`config.mk`:
```
export PLATFORM = sky130hd
export DESIGN_NAME = bec_top
export DESIGN_NICKNAME = d
export VERILOG_FILES = /design/src/core/bec_pkg.sv /design/src/core/bec_fifo.sv /design/src/core/bec_top.sv
export SDC_FILE = /design/constraint.sdc
export NUM_CORES = 2
export LEC_CHECK = 0
export BUFFER_PORTS_ARGS = -buffer_cell sky130_fd_sc_hd__buf_2
export CAP_MARGIN = 15
export CORE_ASPECT_RATIO = 0.7
export CORE_MARGIN = 2
export CORE_UTILIZATION = 45
export DETAILED_ROUTE_END_ITERATION = 10
export SKIP_LAST_GASP = 1
export SLEW_MARGIN = 20
export SYNTH_ARGS = -nofsm -noshare
export SYNTH_HDL_FRONTEND = slang
export SYNTH_SLANG_ARGS = --single-unit
```
`constraint.sdc`:
```
create_clock -name hclk -period 18.8 [get_ports hclk]
set_input_delay 1.88 -clock hclk [delete_from_list [all_inputs] [get_ports hclk]]
set_output_delay 1.88 -clock hclk [all_outputs]
set_load 0.02 [all_outputs]
```
`src/core/bec_pkg.sv`:
```
// Purpose: shared constants of the beam evaluation stage
// Assumes: 25 MHz hclk, 32-bit AHB-Lite register bus
// Notes:   register offsets are word indices; byte address is index times four
package bec_pkg;
    // ------------------------------------------------------------
    // geometry
    // ------------------------------------------------------------
    localparam int NBEAM      = 256;
    localparam int WORD_W     = 16;
    localparam int NWORDS     = NBEAM / WORD_W;
    localparam int FIFO_DEPTH = 16;

    // ------------------------------------------------------------
    // register map
    // ------------------------------------------------------------
    localparam logic [7:0]  GEN_IDX   = 8'h47;
    localparam logic [7:0]  EXT_IDX   = 8'h4a;
    localparam logic [7:0]  LOCK_IDX  = 8'h4e;
    localparam logic [7:0]  STAT_IDX  = 8'h50;
    localparam logic [11:0] GEN_ADDR  = {2'h0, GEN_IDX, 2'h0};
    localparam logic [11:0] EXT_ADDR  = {2'h0, EXT_IDX, 2'h0};
    localparam logic [11:0] LOCK_ADDR = {2'h0, LOCK_IDX, 2'h0};
    localparam logic [11:0] STAT_ADDR = {2'h0, STAT_IDX, 2'h0};

    // ------------------------------------------------------------
    // fields
    // ------------------------------------------------------------
    localparam int MODE_LSB   = 24;
    localparam int DIR_LSB    = 16;
    localparam int SMOOTH_LSB = 8;
    localparam int GAP_LSB    = 0;
    localparam int DEPTH_LSB  = 16;
    localparam int ITIME_LSB  = 0;
    localparam int ST_REJ     = 0;
    localparam int ST_OVR     = 1;
    localparam int ST_BUSY    = 2;

    localparam logic [7:0]  MODE_PAR   = 8'h00;
    localparam logic [7:0]  MODE_DIAG  = 8'h01;
    localparam logic [7:0]  MODE_CROSS = 8'h02;
    localparam logic [7:0]  DIR_MAX    = 8'h01;
    localparam logic [7:0]  LOCK_MAX   = 8'h01;

    // ------------------------------------------------------------
    // reset values
    // ------------------------------------------------------------
    localparam logic [7:0]  SMOOTH_RST = 8'h01;
    localparam logic [7:0]  GAP_RST    = 8'h01;
    localparam logic [7:0]  DEPTH_RST  = 8'h01;
    localparam logic [15:0] ITIME_RST  = 16'h0000;
    localparam logic [31:0] GEN_RST    = {MODE_PAR, 8'h00, SMOOTH_RST, GAP_RST};
    localparam logic [31:0] EXT_RST    = {8'h00, DEPTH_RST, ITIME_RST};
    localparam logic [7:0]  LOCK_RST   = 8'h00;

    // ------------------------------------------------------------
    // timing
    // ------------------------------------------------------------
    localparam int CLK_PERIOD_NS = 40;
    localparam int MS_NS         = 1000000;
    localparam int CYC_PER_MS    = MS_NS / CLK_PERIOD_NS;
endpackage

```
`src/core/bec_fifo.sv`:
```
// Purpose: synchronous valid/ready fifo
// Assumes: one clock, asynchronous active-low reset
// Notes:   rd_data is valid whenever rd_valid is high
`timescale 1ns/1ps
module bec_fifo #(
    parameter int W = 16,
    parameter int D = 16
) (
    input  wire logic         clk,
    input  wire logic         rst_n,
    input  wire logic         wr_valid,
    output logic              wr_ready,
    input  wire logic [W-1:0] wr_data,
    output logic              rd_valid,
    input  wire logic         rd_ready,
    output logic [W-1:0]      rd_data
);
    localparam int AW = $clog2(D);

    logic [W-1:0] mem [D];
    logic [AW-1:0] wp_q;
    logic [AW-1:0] rp_q;
    logic [AW:0]   cnt_q;
    logic          push;
    logic          pop;

    assign wr_ready = (cnt_q != (AW+1)'(D));
    assign rd_valid = (cnt_q != '0);
    assign push     = wr_valid && wr_ready;
    assign pop      = rd_valid && rd_ready;
    assign rd_data  = mem[rp_q];

    always_ff @(posedge clk) begin
        if (push) begin
            mem[wp_q] <= wr_data;
        end
    end

    always_ff @(posedge clk or negedge rst_n) begin
        if (!rst_n) begin
            wp_q  <= '0;
            rp_q  <= '0;
            cnt_q <= '0;
        end else begin
            wp_q  <= push ? AW'(wp_q + 1'b1) : wp_q;
            rp_q  <= pop ? AW'(rp_q + 1'b1) : rp_q;
            cnt_q <= (AW+1)'(cnt_q + {{AW{1'b0}}, push} - {{AW{1'b0}}, pop});
        end
    end
endmodule

```
`src/core/bec_top.sv`:
```
// Purpose: beam evaluation stage with AHB-Lite settings and beam-bit stream
// Assumes: beam_raw and beam_strobe stable around the strobe edge
// Notes:   one evaluation at a time; strobes during a pass are counted as overrun
//
// Local design decision: register access over AHB-Lite.
`timescale 1ns/1ps
module bec_top #(
    parameter int unsigned CYC_PER_MS = bec_pkg::CYC_PER_MS
) (
    input  wire logic         hclk,
    input  wire logic         hresetn,
    input  wire logic         hsel,
    input  wire logic [31:0]  haddr,
    input  wire logic [1:0]   htrans,
    input  wire logic         hwrite,
    input  wire logic [2:0]   hsize,
    input  wire logic [31:0]  hwdata,
    input  wire logic         hready,
    output logic [31:0]       hrdata,
    output logic              hreadyout,
    output logic              hresp,
    input  wire logic [255:0] beam_raw,
    input  wire logic         beam_strobe,
    input  wire logic [1:0]   button_raw,
    output logic [1:0]        button_evt,
    output logic              panel_locked,
    output logic [15:0]       pd_data,
    output logic              pd_valid,
    input  wire logic         pd_ready,
    output logic              eval_busy
);
    typedef enum logic [2:0] {IDLE, WALK_OBJ, WALK_GAP, FILT, HOLD, OUT} bec_state_e;

    // ------------------------------------------------------------
    // ahb-lite slave, zero wait states
    // ------------------------------------------------------------
    logic [31:0] gen_q;
    logic [31:0] gen_d;
    logic [31:0] ext_q;
    logic [31:0] ext_d;
    logic [7:0]  lock_q;
    logic [7:0]  lock_d;
    logic        wr_pend_q;
    logic [11:0] wr_addr_q;
    logic [31:0] hrdata_q;
    logic        ready_q;
    logic        rej_q;
    logic        rej_d;
    logic        ovr_q;
    logic        ovr_d;
    logic [15:0] ms_q;
    logic [7:0]  cons_q;
    bec_state_e  state_q;

    wire         addr_ph  = hsel && htrans[1] && hready;
    wire         wr_gen   = wr_pend_q && (wr_addr_q == bec_pkg::GEN_ADDR);
    wire         wr_ext   = wr_pend_q && (wr_addr_q == bec_pkg::EXT_ADDR);
    wire         wr_lock  = wr_pend_q && (wr_addr_q == bec_pkg::LOCK_ADDR);
    wire         wr_stat  = wr_pend_q && (wr_addr_q == bec_pkg::STAT_ADDR);
    wire [7:0]   w_mode   = hwdata[bec_pkg::MODE_LSB +: 8];
    wire [7:0]   w_dir    = hwdata[bec_pkg::DIR_LSB +: 8];
    wire [7:0]   w_smooth = hwdata[bec_pkg::SMOOTH_LSB +: 8];
    wire [7:0]   w_gap    = hwdata[bec_pkg::GAP_LSB +: 8];
    wire [7:0]   w_depth  = hwdata[bec_pkg::DEPTH_LSB +: 8];
    // a record is taken whole or not at all, so fields never mix old and new
    wire         gen_ok   = (w_mode <= bec_pkg::MODE_CROSS) && (w_dir <= bec_pkg::DIR_MAX)
                            && (w_smooth != 8'h00) && (w_gap != 8'h00);
    wire         ext_ok   = (w_depth != 8'h00);
    wire         lock_ok  = (hwdata[7:0] <= bec_pkg::LOCK_MAX);
    wire         rej_set  = (wr_gen && !gen_ok) || (wr_ext && !ext_ok) || (wr_lock && !lock_ok);
    wire         ovr_set;

    assign gen_d  = (wr_gen && gen_ok) ? hwdata : gen_q;
    assign ext_d  = (wr_ext && ext_ok) ? {8'h00, hwdata[23:0]} : ext_q;
    assign lock_d = (wr_lock && lock_ok) ? hwdata[7:0] : lock_q;
    // hardware set wins over a write-one clear in the same cycle
    assign rej_d  = rej_set || (rej_q && !(wr_stat && hwdata[bec_pkg::ST_REJ]));
    assign ovr_d  = ovr_set || (ovr_q && !(wr_stat && hwdata[bec_pkg::ST_OVR]));

    wire [31:0] stat_val = {ms_q, cons_q, 5'h00, (state_q != IDLE), ovr_d, rej_d};
    // reads use next values so a read right behind a write sees the new data
    wire [11:0] ra       = haddr[11:0];
    wire [31:0] rd_val   = (ra == bec_pkg::GEN_ADDR)  ? gen_d :
                           (ra == bec_pkg::EXT_ADDR)  ? ext_d :
                           (ra == bec_pkg::LOCK_ADDR) ? {24'h000000, lock_d} :
                           (ra == bec_pkg::STAT_ADDR) ? stat_val : 32'h00000000;

    always_ff @(posedge hclk or negedge hresetn) begin
        if (!hresetn) begin
            wr_pend_q <= 1'b0;
            wr_addr_q <= 12'h000;
            hrdata_q  <= 32'h00000000;
            ready_q   <= 1'b0;
        end else begin
            ready_q   <= 1'b1;
            wr_pend_q <= addr_ph && hwrite;
            wr_addr_q <= haddr[11:0];
            hrdata_q  <= (addr_ph && !hwrite) ? rd_val : hrdata_q;
        end
    end

    always_ff @(posedge hclk or negedge hresetn) begin
        if (!hresetn) begin
            gen_q  <= bec_pkg::GEN_RST;
            ext_q  <= bec_pkg::EXT_RST;
            lock_q <= bec_pkg::LOCK_RST;
            rej_q  <= 1'b0;
            ovr_q  <= 1'b0;
        end else begin
            gen_q  <= gen_d;
            ext_q  <= ext_d;
            lock_q <= lock_d;
            rej_q  <= rej_d;
            ovr_q  <= ovr_d;
        end
    end

    wire [7:0]  cfg_mode   = gen_q[bec_pkg::MODE_LSB +: 8];
    wire        cfg_rev    = gen_q[bec_pkg::DIR_LSB];
    wire [7:0]  cfg_smooth = gen_q[bec_pkg::SMOOTH_LSB +: 8];
    wire [7:0]  cfg_gap    = gen_q[bec_pkg::GAP_LSB +: 8];
    wire [7:0]  cfg_depth  = ext_q[bec_pkg::DEPTH_LSB +: 8];
    wire [15:0] cfg_itime  = ext_q[bec_pkg::ITIME_LSB +: 16];

    // ------------------------------------------------------------
    // pin synchronisers
    // ------------------------------------------------------------
    logic [255:0] beam_s1_q;
    logic [255:0] beam_s2_q;
    logic [2:0]   strb_q;
    logic [1:0]   btn_s1_q;
    logic [1:0]   btn_s2_q;
    logic [1:0]   btn_evt_q;

    always_ff @(posedge hclk or negedge hresetn) begin
        if (!hresetn) begin
            beam_s1_q <= '0;
            beam_s2_q <= '0;
            strb_q    <= 3'h0;
            btn_s1_q  <= 2'h0;
            btn_s2_q  <= 2'h0;
            btn_evt_q <= 2'h0;
        end else begin
            beam_s1_q <= beam_raw;
            beam_s2_q <= beam_s1_q;
            strb_q    <= {strb_q[1:0], beam_strobe};
            btn_s1_q  <= button_raw;
            btn_s2_q  <= btn_s1_q;
            btn_evt_q <= lock_q[0] ? 2'h0 : btn_s2_q;
        end
    end

    wire strobe_rise = strb_q[1] && !strb_q[2];
    wire capture     = strobe_rise && (state_q == IDLE);
    assign ovr_set   = strobe_rise && (state_q != IDLE);

    // ------------------------------------------------------------
    // beam ordering and scanning mode
    // ------------------------------------------------------------
    logic [255:0] nb;
    logic [255:0] ordered;

    // diagonal reads a beam or its neighbour, crossed needs both
    for (genvar j = 0; j < bec_pkg::NBEAM; j++) begin : g_order
        assign nb[j] = cfg_rev ? beam_s2_q[bec_pkg::NBEAM-1-j] : beam_s2_q[j];
        if (j < bec_pkg::NBEAM-1) begin : g_pair
            assign ordered[j] = (cfg_mode == bec_pkg::MODE_DIAG)  ? (nb[j] | nb[j+1]) :
                                (cfg_mode == bec_pkg::MODE_CROSS) ? (nb[j] & nb[j+1]) :
                                nb[j];
        end else begin : g_last
            assign ordered[j] = nb[j];
        end
    end

    // ------------------------------------------------------------
    // run-length smoothing, one beam per cycle
    // ------------------------------------------------------------
    logic [255:0] work_q;
    logic [255:0] work_d;
    logic [255:0] mask;
    logic [7:0]   idx_q;
    logic [7:0]   start_q;
    logic [8:0]   len_q;

    wire        walking  = (state_q == WALK_OBJ) || (state_q == WALK_GAP);
    wire        tgt      = (state_q == WALK_OBJ);
    wire        hit      = (work_q[idx_q] == tgt);
    wire        last     = (idx_q == 8'hff);
    wire [8:0]  cur_len  = hit ? 9'(len_q + 9'h001) : len_q;
    wire [7:0]  rstart   = (hit && len_q == 9'h000) ? idx_q : start_q;
    wire [7:0]  thr      = tgt ? cfg_smooth : cfg_gap;
    wire        end_run  = walking && (!hit || last);
    wire        kill     = end_run && (cur_len != 9'h000) && (cur_len < {1'b0, thr});
    wire [9:0]  rend     = 10'({2'h0, rstart} + {1'b0, cur_len});

    for (genvar j = 0; j < bec_pkg::NBEAM; j++) begin : g_mask
        assign mask[j] = kill && (10'(j) >= {2'h0, rstart}) && (10'(j) < rend);
    end

    assign work_d = capture ? ordered :
                    (kill && tgt)  ? (work_q & ~mask) :
                    kill           ? (work_q | mask) :
                    work_q;

    always_ff @(posedge hclk or negedge hresetn) begin
        if (!hresetn) begin
            work_q  <= '0;
            idx_q   <= 8'h00;
            start_q <= 8'h00;
            len_q   <= 9'h000;
        end else begin
            work_q  <= work_d;
            idx_q   <= walking ? 8'(idx_q + 8'h01) : 8'h00;
            start_q <= rstart;
            len_q   <= (walking && !end_run) ? cur_len : 9'h000;
        end
    end

    // ------------------------------------------------------------
    // consistency filter and hold
    // ------------------------------------------------------------
    logic [255:0] prev_q;
    logic [255:0] eval_q;
    logic [255:0] acc_q;
    logic [255:0] hold_q;
    logic [15:0]  tick_q;
    logic [3:0]   widx_q;

    wire       same     = (work_q == prev_q);
    wire [7:0] cons_d   = !same ? 8'h01 : (cons_q == 8'hff) ? cons_q : 8'(cons_q + 8'h01);
    wire       eval_upd = (state_q == FILT) && (cons_d >= cfg_depth);
    wire       ms_tick  = (tick_q == 16'(CYC_PER_MS - 1));
    wire       win_done = (cfg_itime == 16'h0000) || (ms_q >= cfg_itime);
    wire       publish  = (state_q == HOLD) && win_done;
    wire       fifo_wr_ready;
    wire       push     = (state_q == OUT) && fifo_wr_ready;

    always_ff @(posedge hclk or negedge hresetn) begin
        if (!hresetn) begin
            prev_q <= '0;
            cons_q <= 8'h00;
            eval_q <= '0;
        end else if (state_q == FILT) begin
            prev_q <= work_q;
            cons_q <= cons_d;
            eval_q <= eval_upd ? work_q : eval_q;
        end
    end

    always_ff @(posedge hclk or negedge hresetn) begin
        if (!hresetn) begin
            acc_q  <= '0;
            hold_q <= '0;
        end else if (state_q == HOLD) begin
            acc_q  <= publish ? '0 : (acc_q | eval_q);
            hold_q <= publish ? (acc_q | eval_q) : hold_q;
        end
    end

    always_ff @(posedge hclk or negedge hresetn) begin
        if (!hresetn) begin
            tick_q <= 16'h0000;
            ms_q   <= 16'h0000;
        end else begin
            tick_q <= (ms_tick || publish) ? 16'h0000 : 16'(tick_q + 16'h0001);
            ms_q   <= publish ? 16'h0000 :
                      (ms_tick && ms_q != 16'hffff) ? 16'(ms_q + 16'h0001) : ms_q;
        end
    end

    // ------------------------------------------------------------
    // sequencer
    // ------------------------------------------------------------
    bec_state_e state_d;

    always_comb begin
        state_d = state_q;
        case (state_q)
            IDLE:     state_d = capture ? WALK_OBJ : IDLE;
            WALK_OBJ: state_d = last ? WALK_GAP : WALK_OBJ;
            WALK_GAP: state_d = last ? FILT : WALK_GAP;
            FILT:     state_d = HOLD;
            HOLD:     state_d = publish ? OUT : IDLE;
            OUT:      state_d = (push && widx_q == 4'hf) ? IDLE : OUT;
            default:  state_d = IDLE;
        endcase
    end

    always_ff @(posedge hclk or negedge hresetn) begin
        if (!hresetn) begin
            state_q <= IDLE;
            widx_q  <= 4'h0;
        end else begin
            state_q <= state_d;
            widx_q  <= push ? 4'(widx_q + 4'h1) : (state_q == OUT ? widx_q : 4'h0);
        end
    end

    // ------------------------------------------------------------
    // beam-bit stream, word 0 carries beams 15..0, or beams 240..255 with reversed direction
    // ------------------------------------------------------------
    wire [15:0] fifo_wdata = hold_q[{widx_q, 4'h0} +: bec_pkg::WORD_W];
    wire        fifo_rvalid;
    wire [15:0] fifo_rdata;
    logic       pd_valid_q;
    logic [15:0] pd_data_q;
    logic       busy_q;
    wire        out_free   = !pd_valid_q || pd_ready;
    wire        take       = fifo_rvalid && out_free;

    bec_fifo #(
        .W (bec_pkg::WORD_W),
        .D (bec_pkg::FIFO_DEPTH)
    ) u_fifo (
        .clk      (hclk),
        .rst_n    (hresetn),
        .wr_valid (state_q == OUT),
        .wr_ready (fifo_wr_ready),
        .wr_data  (fifo_wdata),
        .rd_valid (fifo_rvalid),
        .rd_ready (out_free),
        .rd_data  (fifo_rdata)
    );

    always_ff @(posedge hclk or negedge hresetn) begin
        if (!hresetn) begin
            pd_valid_q <= 1'b0;
            pd_data_q  <= 16'h0000;
            busy_q     <= 1'b0;
        end else begin
            pd_valid_q <= take || (pd_valid_q && !pd_ready);
            pd_data_q  <= take ? fifo_rdata : pd_data_q;
            busy_q     <= (state_d != IDLE);
        end
    end

    assign hrdata       = hrdata_q;
    assign hreadyout    = ready_q;
    assign hresp        = 1'b0;
    assign button_evt   = btn_evt_q;
    assign panel_locked = lock_q[0];
    assign pd_data      = pd_data_q;
    assign pd_valid     = pd_valid_q;
    assign eval_busy    = busy_q;

    // ------------------------------------------------------------
    // checks
    // ------------------------------------------------------------
    property p_mode_range;
        @(posedge hclk) disable iff (!hresetn) cfg_mode <= bec_pkg::MODE_CROSS;
    endproperty
    a_mode_range: assert property (p_mode_range) else $error("beam mode out of range");

    property p_dir_order;
        @(posedge hclk) disable iff (!hresetn)
            (cfg_rev && cfg_mode == bec_pkg::MODE_PAR && capture) |=> (work_q[0] == $past(beam_s2_q[255]));
    endproperty
    a_dir_order: assert property (p_dir_order) else $error("reverse order wrong");

    property p_obj_kill;
        @(posedge hclk) disable iff (!hresetn)
            (state_q == WALK_OBJ && kill) |=> (work_q[$past(rstart)] == 1'b0);
    endproperty
    a_obj_kill: assert property (p_obj_kill) else $error("short object not removed");

    property p_gap_fill;
        @(posedge hclk) disable iff (!hresetn)
            (state_q == WALK_GAP && kill) |=> (work_q[$past(rstart)] == 1'b1);
    endproperty
    a_gap_fill: assert property (p_gap_fill) else $error("short gap not filled");

    property p_depth;
        @(posedge hclk) disable iff (!hresetn)
            (state_q == FILT && eval_q != work_q) ##1 (eval_q != $past(eval_q)) |-> (cons_q >= cfg_depth);
    endproperty
    a_depth: assert property (p_depth) else $error("result taken before filter depth");

    property p_no_hold;
        @(posedge hclk) disable iff (!hresetn)
            (state_q == HOLD && cfg_itime == 16'h0000) |=> (state_q == OUT) && (hold_q == $past(acc_q | eval_q));
    endproperty
    a_no_hold: assert property (p_no_hold) else $error("zero hold did not publish");

    property p_lock;
        @(posedge hclk) disable iff (!hresetn) lock_q[0] |=> (button_evt == 2'h0);
    endproperty
    a_lock: assert property (p_lock) else $error("button passed while locked");

    property p_stream_hold;
        @(posedge hclk) disable iff (!hresetn) (pd_valid && !pd_ready) |=> pd_valid && $stable(pd_data);
    endproperty
    a_stream_hold: assert property (p_stream_hold) else $error("stream word dropped");

    property p_sixteen;
        @(posedge hclk) disable iff (!hresetn) (push && widx_q == 4'hf) |=> (state_q == IDLE);
    endproperty
    a_sixteen: assert property (p_sixteen) else $error("frame not ended after 16 words");

    property p_reject;
        @(posedge hclk) disable iff (!hresetn) (wr_gen && !gen_ok) |=> $stable(gen_q) && rej_q;
    endproperty
    a_reject: assert property (p_reject) else $error("bad settings write taken");
endmodule

```
Word level (Yosys, flattened, before mapping)
Memory sizes are Yosys's and may differ from the RTL's. A register that Yosys moved wholly into a read port is not among the register bits.
Cells that the tools add are included.
- register bits after elaboration: 2008
- memory bits (writable): 256
- word-level logic and storage cells: 2486
- bits of input ports: 334
- output and inout bits: 55
- memories kept: 1
- multiplexer cells: 800
- bitwise gates (word level): 514
- shifts and indexed selects: 1
- order comparisons: 518
- add/subtract/negate cells: 11
- reductions and logical operators: 584
- equal/unequal tests: 24
- memories (memory ; words ; bits a word ; rd ports ; clocked after memory_dff ; wr ports ; line ; source):
    u_fifo.mem ; 16 ; 16 ; 1 ; 1 ; 1 ; bec_fifo.sv:20 ; logic [W-1:0] mem [D];
- operators by type and width (cell ; number):
    8-bit by 10-bit less-than comparator with 1-bit output, first input constant ; 128
    256-bit two-way mux ; 4
    8-bit >= comparator, first input constant ; 127
    1-bit two-way mux ; 771
    7-bit by 10-bit less-than comparator with 1-bit output, first input constant ; 64
    1-bit logical AND ; 548
    7-bit by 8-bit >= comparator with 1-bit output, first input constant ; 64
    256-bit bitwise OR ; 2
    6-bit by 10-bit less-than comparator with 1-bit output, first input constant ; 32
    256-bit AND ; 1
    256-bit equality test ; 1
    6-bit by 8-bit >= comparator with 1-bit output, first input constant ; 32
    256-bit inverter ; 1
    256-bit by 9-bit indexed part select with 16-bit output ; 1
    1-bit AND ; 255
    1-bit bitwise OR ; 255
    32-bit two-way mux ; 6
    5-bit by 10-bit less-than comparator with 1-bit output, first input constant ; 16
    5-bit by 8-bit >= comparator with 1-bit output, first input constant ; 16
    12-bit by 9-bit equality test with 1-bit output, second input constant ; 8
    4-bit by 10-bit less-than comparator with 1-bit output, first input constant ; 8
    4-bit by 8-bit >= comparator with 1-bit output, first input constant ; 8
    16-bit two-way mux ; 3
    8-bit two-way mux ; 6
    48 further kinds ; 95

Logic depth before layout (Yosys ltp)
- depth in word-level cells: 14
- gate-level depth with buffers: 36
- mapped depth without buffers: 25

Hierarchy
From an unflattened synthesis, not the netlist that was laid out.
- cell total of the unflattened synthesis: 9166
- area total of the unflattened synthesis: 101127.0 µm²
- by module, submodules not included (module ; seq. area each (µm²) ; cells an instance ; area each (µm²) ; instances):
    bec_top ; 50327.0 ; 8615 ; 90509.3 ; 1
    bec_fifo ; 8012.7 ; 551 ; 10617.7 ; 1

Least setup slack after synthesis
Ideal clock, no wire load.
- path type: reg2reg
- start: reg idx_q[0]
- end: reg with a tool-made name
- setup slack: 11.718 ns
- stages on the path, launching flop included: 31
- data arrival time: 6.958 ns
- setup time: 0.124 ns
- cells stage by stage: dfrtp_1 > buf_6 > mux4_2 > mux2_4 > a221oi_2 > a211oi_1 > o32a_1 > buf_6 > mux2i_1 > nor2_2 > buf_4 > buf_4 > buf_2 > buf_1 > nand2_1 > nand2_1 > ha_1 > a21o_1 > a21oi_1 > o21ai_0 > a21oi_1 > o21ai_0 > xnor2_1 > and3b_1 > and3_1 > buf_6 > or4b_4 > buf_6 > o21bai_4 > o311a_1 > a211o_1
- RTL lines (item ; line ; source):
    from (decl) ; bec_top.sv:181 ; logic [7:0] idx_q;
    from (signal assigned) ; bec_top.sv:213 ; idx_q <= walking ? 8'(idx_q + 8'h01) : 8'h00;

==> results.md <==
- CP max-delay cell: a221oi_1
- Most used cell, CP: buf_4
- Cell Count Post-Placement: 12000
- Total CTS buffers: 228
- Worst-path clk slew: 0.07 ns
- DP Worst Slack: 6.95 ns
- Remaining Overflow, GRT: 0
- Slew headroom: 10.2%
- Hold Path End: beam_s2_q[61]$_DFF_PN0_
- Commonest non-fill, non-tap cell in the layout: dfrtp_1
- GP Congestion: 1.07
- Sequential share of the synthesized area: 56.8%
- Yosys Warn Count: 0
- HPWL Detailed: 334000 um
- Core Region: 227000 um^2
- # IOs: 389
- PortBufs: 363
- First-pass GRT wire length: 620000 um
- Run status: finished, final reports clean
- Layout cell share with drive strength beyond 1: 20.9%
- Layout Area Growth over Synthesis: 14.0%
- Die area: 232000 um^2
- 1st-iter DRT viols: 11100
- Final worst path period need: 12.71 ns
- Hold crit path type: flop to flop
- Power per cell area: 130 nW/um^2
- Initial Util: 45.3%
- Worst Clk Skew: 0.0780 ns
- Root Driver: clkbuf_16
- GRT Total Usage: 38.8%
- Reg2Reg Setup Slack: 6.09 ns
- Number of global-route vias before repair: 74300
- Synth Cell Area: 103000 um^2
- Setup_tns: 0 ns
- Most frequent cells in the layout: dfrtp_1, nor2_1, a21oi_1
- Final net count: 9593
- Worst hold slack: 0.317 ns
- Count of mapped cells out of synthesis: 8815
- Fin. Hold Viols: 0
- Syn nets: 9208
- Clk buf depth: 4
- CTS tree: yes
- Final Cell Area: 117000 um^2
- Hold_sp: beam_s1_q[61]$_DFF_PN0_
- Mapped Avg Cell Area: 11.7 um^2
- Final setup viols: 0
- Drt first pass iters: 8
- Synth unique cells: 108
- Startpoint type of the worst setup path: flop
- Number of flops mapped to enable cells by yosys: 256
- Max cap viols: 0
- Hold_buf cts: 0
- CP max FO: 49
- Worst Tran Pin Value: 1.34 ns
- Die Ht: 404 um
- Worst setup margin: 6.09 ns
- Antenna violations before repair: 76
- Final cycle utilization of the critical path: 67.6%
- VDD IR max: 0.000263 V
- Post-synth top flop: dfrtp_1
- Placed cell area: 109000 um^2
- FF-to-FF path depth: 28
- Routed Antenna Nets: 0
- WL/cell: 36.4 um
- FF-to-FF Start: idx_q[0]$_DFF_PN0_
- Fin cells: 12500
- CTS H-tree lvls: 4
- Clock latency on the worst-skew pair: 0.94 ns
- Worst setup EP type: flop
- Row Count: 146
- Final routed DRC violation total: 0
- Die Wd: 575 um
- Required @ worst endpoint: 19.64 ns
- Clk sink count: 2280
- Worst hold path depth: 0
- PostCTS Resize Cnt: 0
- Setup Fix Bufs, Post-CTS: 0
- FF+latch count, synth: 2280
- Leak pwr: 49.9 nW
- Largest net degree at the start of global routing: 211
- Asr flop ratio synth: 88.8%
- Max Clk Rate: 78.7 MHz
- Final wirelength: 453000 um
- Worst Setup Path Type: flop to flop
- CP arrival: 13.55 ns
- Vias per inst: 6.34
- DR vias: 78900
- Final Max Slew Viols: 0
- RSZ-0062 raised after global routing: no
- CP peak stage delay: 1.11 ns
routing by layer:
metal	GRT usage, %	wire length, um	vias up
met5	0	217	-
met3	11.9	52300	880
met1	57.4	198000	41100
li1	-	-	32400
met4	17.7	24700	36
met2	51.5	178000	4473
worst max-delay path, delay by kind of cell, from the launching register on:
family	cells	cell delay, ns
adder cells (fa/ha/maj)	1	0.40
XOR/XNOR	1	0.39
buffers and inverters	6	2.89
multiplexers	3	1.00
flip-flops	1	0.66
AND/OR/NAND/NOR	5	1.16
AO/OA/AOI/OAI	12	5.92
synthesized netlist by cell type, types with 27 or more instances:
| cell | instances | area [um^2] |
|---|---|---|
| a211oi_1 | 33 | 248 |
| a21o_1 | 65 | 488 |
| a21oi_1 | 743 | 3720 |
| a221oi_1 | 41 | 359 |
| a22oi_1 | 83 | 623 |
| a31oi_1 | 27 | 169 |
| and2_1 | 31 | 194 |
| and3_1 | 36 | 225 |
| buf_1 | 70 | 263 |
| buf_2 | 51 | 255 |
| clkbuf_1 | 407 | 1530 |
| dfrtp_1 | 2021 | 50600 |
| edfxtp_1 | 256 | 7690 |
| ha_1 | 57 | 713 |
| inv_1 | 332 | 1250 |
| mux2_2 | 597 | 6720 |
| mux2i_1 | 690 | 6910 |
| mux4_2 | 150 | 3380 |
| nand2_1 | 462 | 1730 |
| nand2b_1 | 27 | 169 |
| nand3_1 | 146 | 731 |
| nand4_1 | 75 | 469 |
| nor2_1 | 841 | 3160 |
| nor2b_1 | 58 | 363 |
| nor3_1 | 80 | 400 |
| nor4_1 | 70 | 438 |
| o211ai_1 | 128 | 961 |
| o21ai_0 | 461 | 2310 |
| o221ai_1 | 32 | 280 |
| o22ai_1 | 34 | 213 |
| o311ai_0 | 53 | 464 |
| xnor2_1 | 205 | 1800 |
| xor2_1 | 107 | 937 |
kinds of logic (layout without fill, tap and decap cells):
| logic type | Yosys count | in the layout | share of synthesized area (%) |
|---|---|---|---|
| buffers and inverters | 882 | 1448 | 3.41 |
| XOR/XNOR | 313 | 313 | 2.68 |
| flip-flops | 2280 | 2280 | 56.8 |
| AO/OA/AOI/OAI | 1916 | 1916 | 11.4 |
| AND/OR/NAND/NOR | 1921 | 1921 | 8.38 |
| adder cells (fa/ha/maj) | 60 | 60 | 0.743 |
| other | 2 | 42 | 0.00731 |
| multiplexers | 1441 | 1441 | 16.6 |
layout make-up:
class / count / area (um^2)
multi-input combinational: 5653 / 41400
inverter: 334 / 1250
clock inverter: 85 / 973
sequential: 2280 / 58400
tap: 3034 / 3800
fill: 19800 / 110000
clock buffer: 326 / 6710
antenna: 40 / 100
timing repair buffer: 703 / 4610
how the worst max path moves through the flow:
| stage | startpoint | end | slack, ns | cells past startpoint |
|---|---|---|---|---|
| 6_report | idx_q[0]$_DFF_PN0_ | flop | 6.09 | 28 |
| 5_1_grt | idx_q[0]$_DFF_PN0_ | flop | 6.08 | 27 |
| 4_1_cts | idx_q[0]$_DFF_PN0_ | flop | 6.89 | 28 |
| 3_5_place_dp | idx_q[0]$_DFF_PN0_ | flop | 6.95 | 28 |
| 3_3_place_gp | idx_q[0]$_DFF_PN0_ | flop | 7.07 | 28 |
| 2_1_floorplan | idx_q[0]$_DFF_PN0_ | flop | 11.72 | 30 |
report_power, final:
group,total [W],internal (W),leakage [nW],switching [W]
Clock,0.00474,0.00269,3.79,0.00204
Sequential,0.00586,0.00523,28.1,0.000635
Combinational,0.00466,0.00112,18.0,0.00354
per-stage QoR:
| step | power [W] | utilization [%] |
|---|---|---|
| after global placement | 0.0102 | 48.2 |
| after global routing | 0.0154 | 51.6 |
| after CTS | 0.0150 | 51.6 |
| final | 0.0153 | 51.7 |
| after floorplan | 0.00739 | - |
| after detailed placement | 0.0102 | 48.2 |
(Power assumes the default switching activity.)
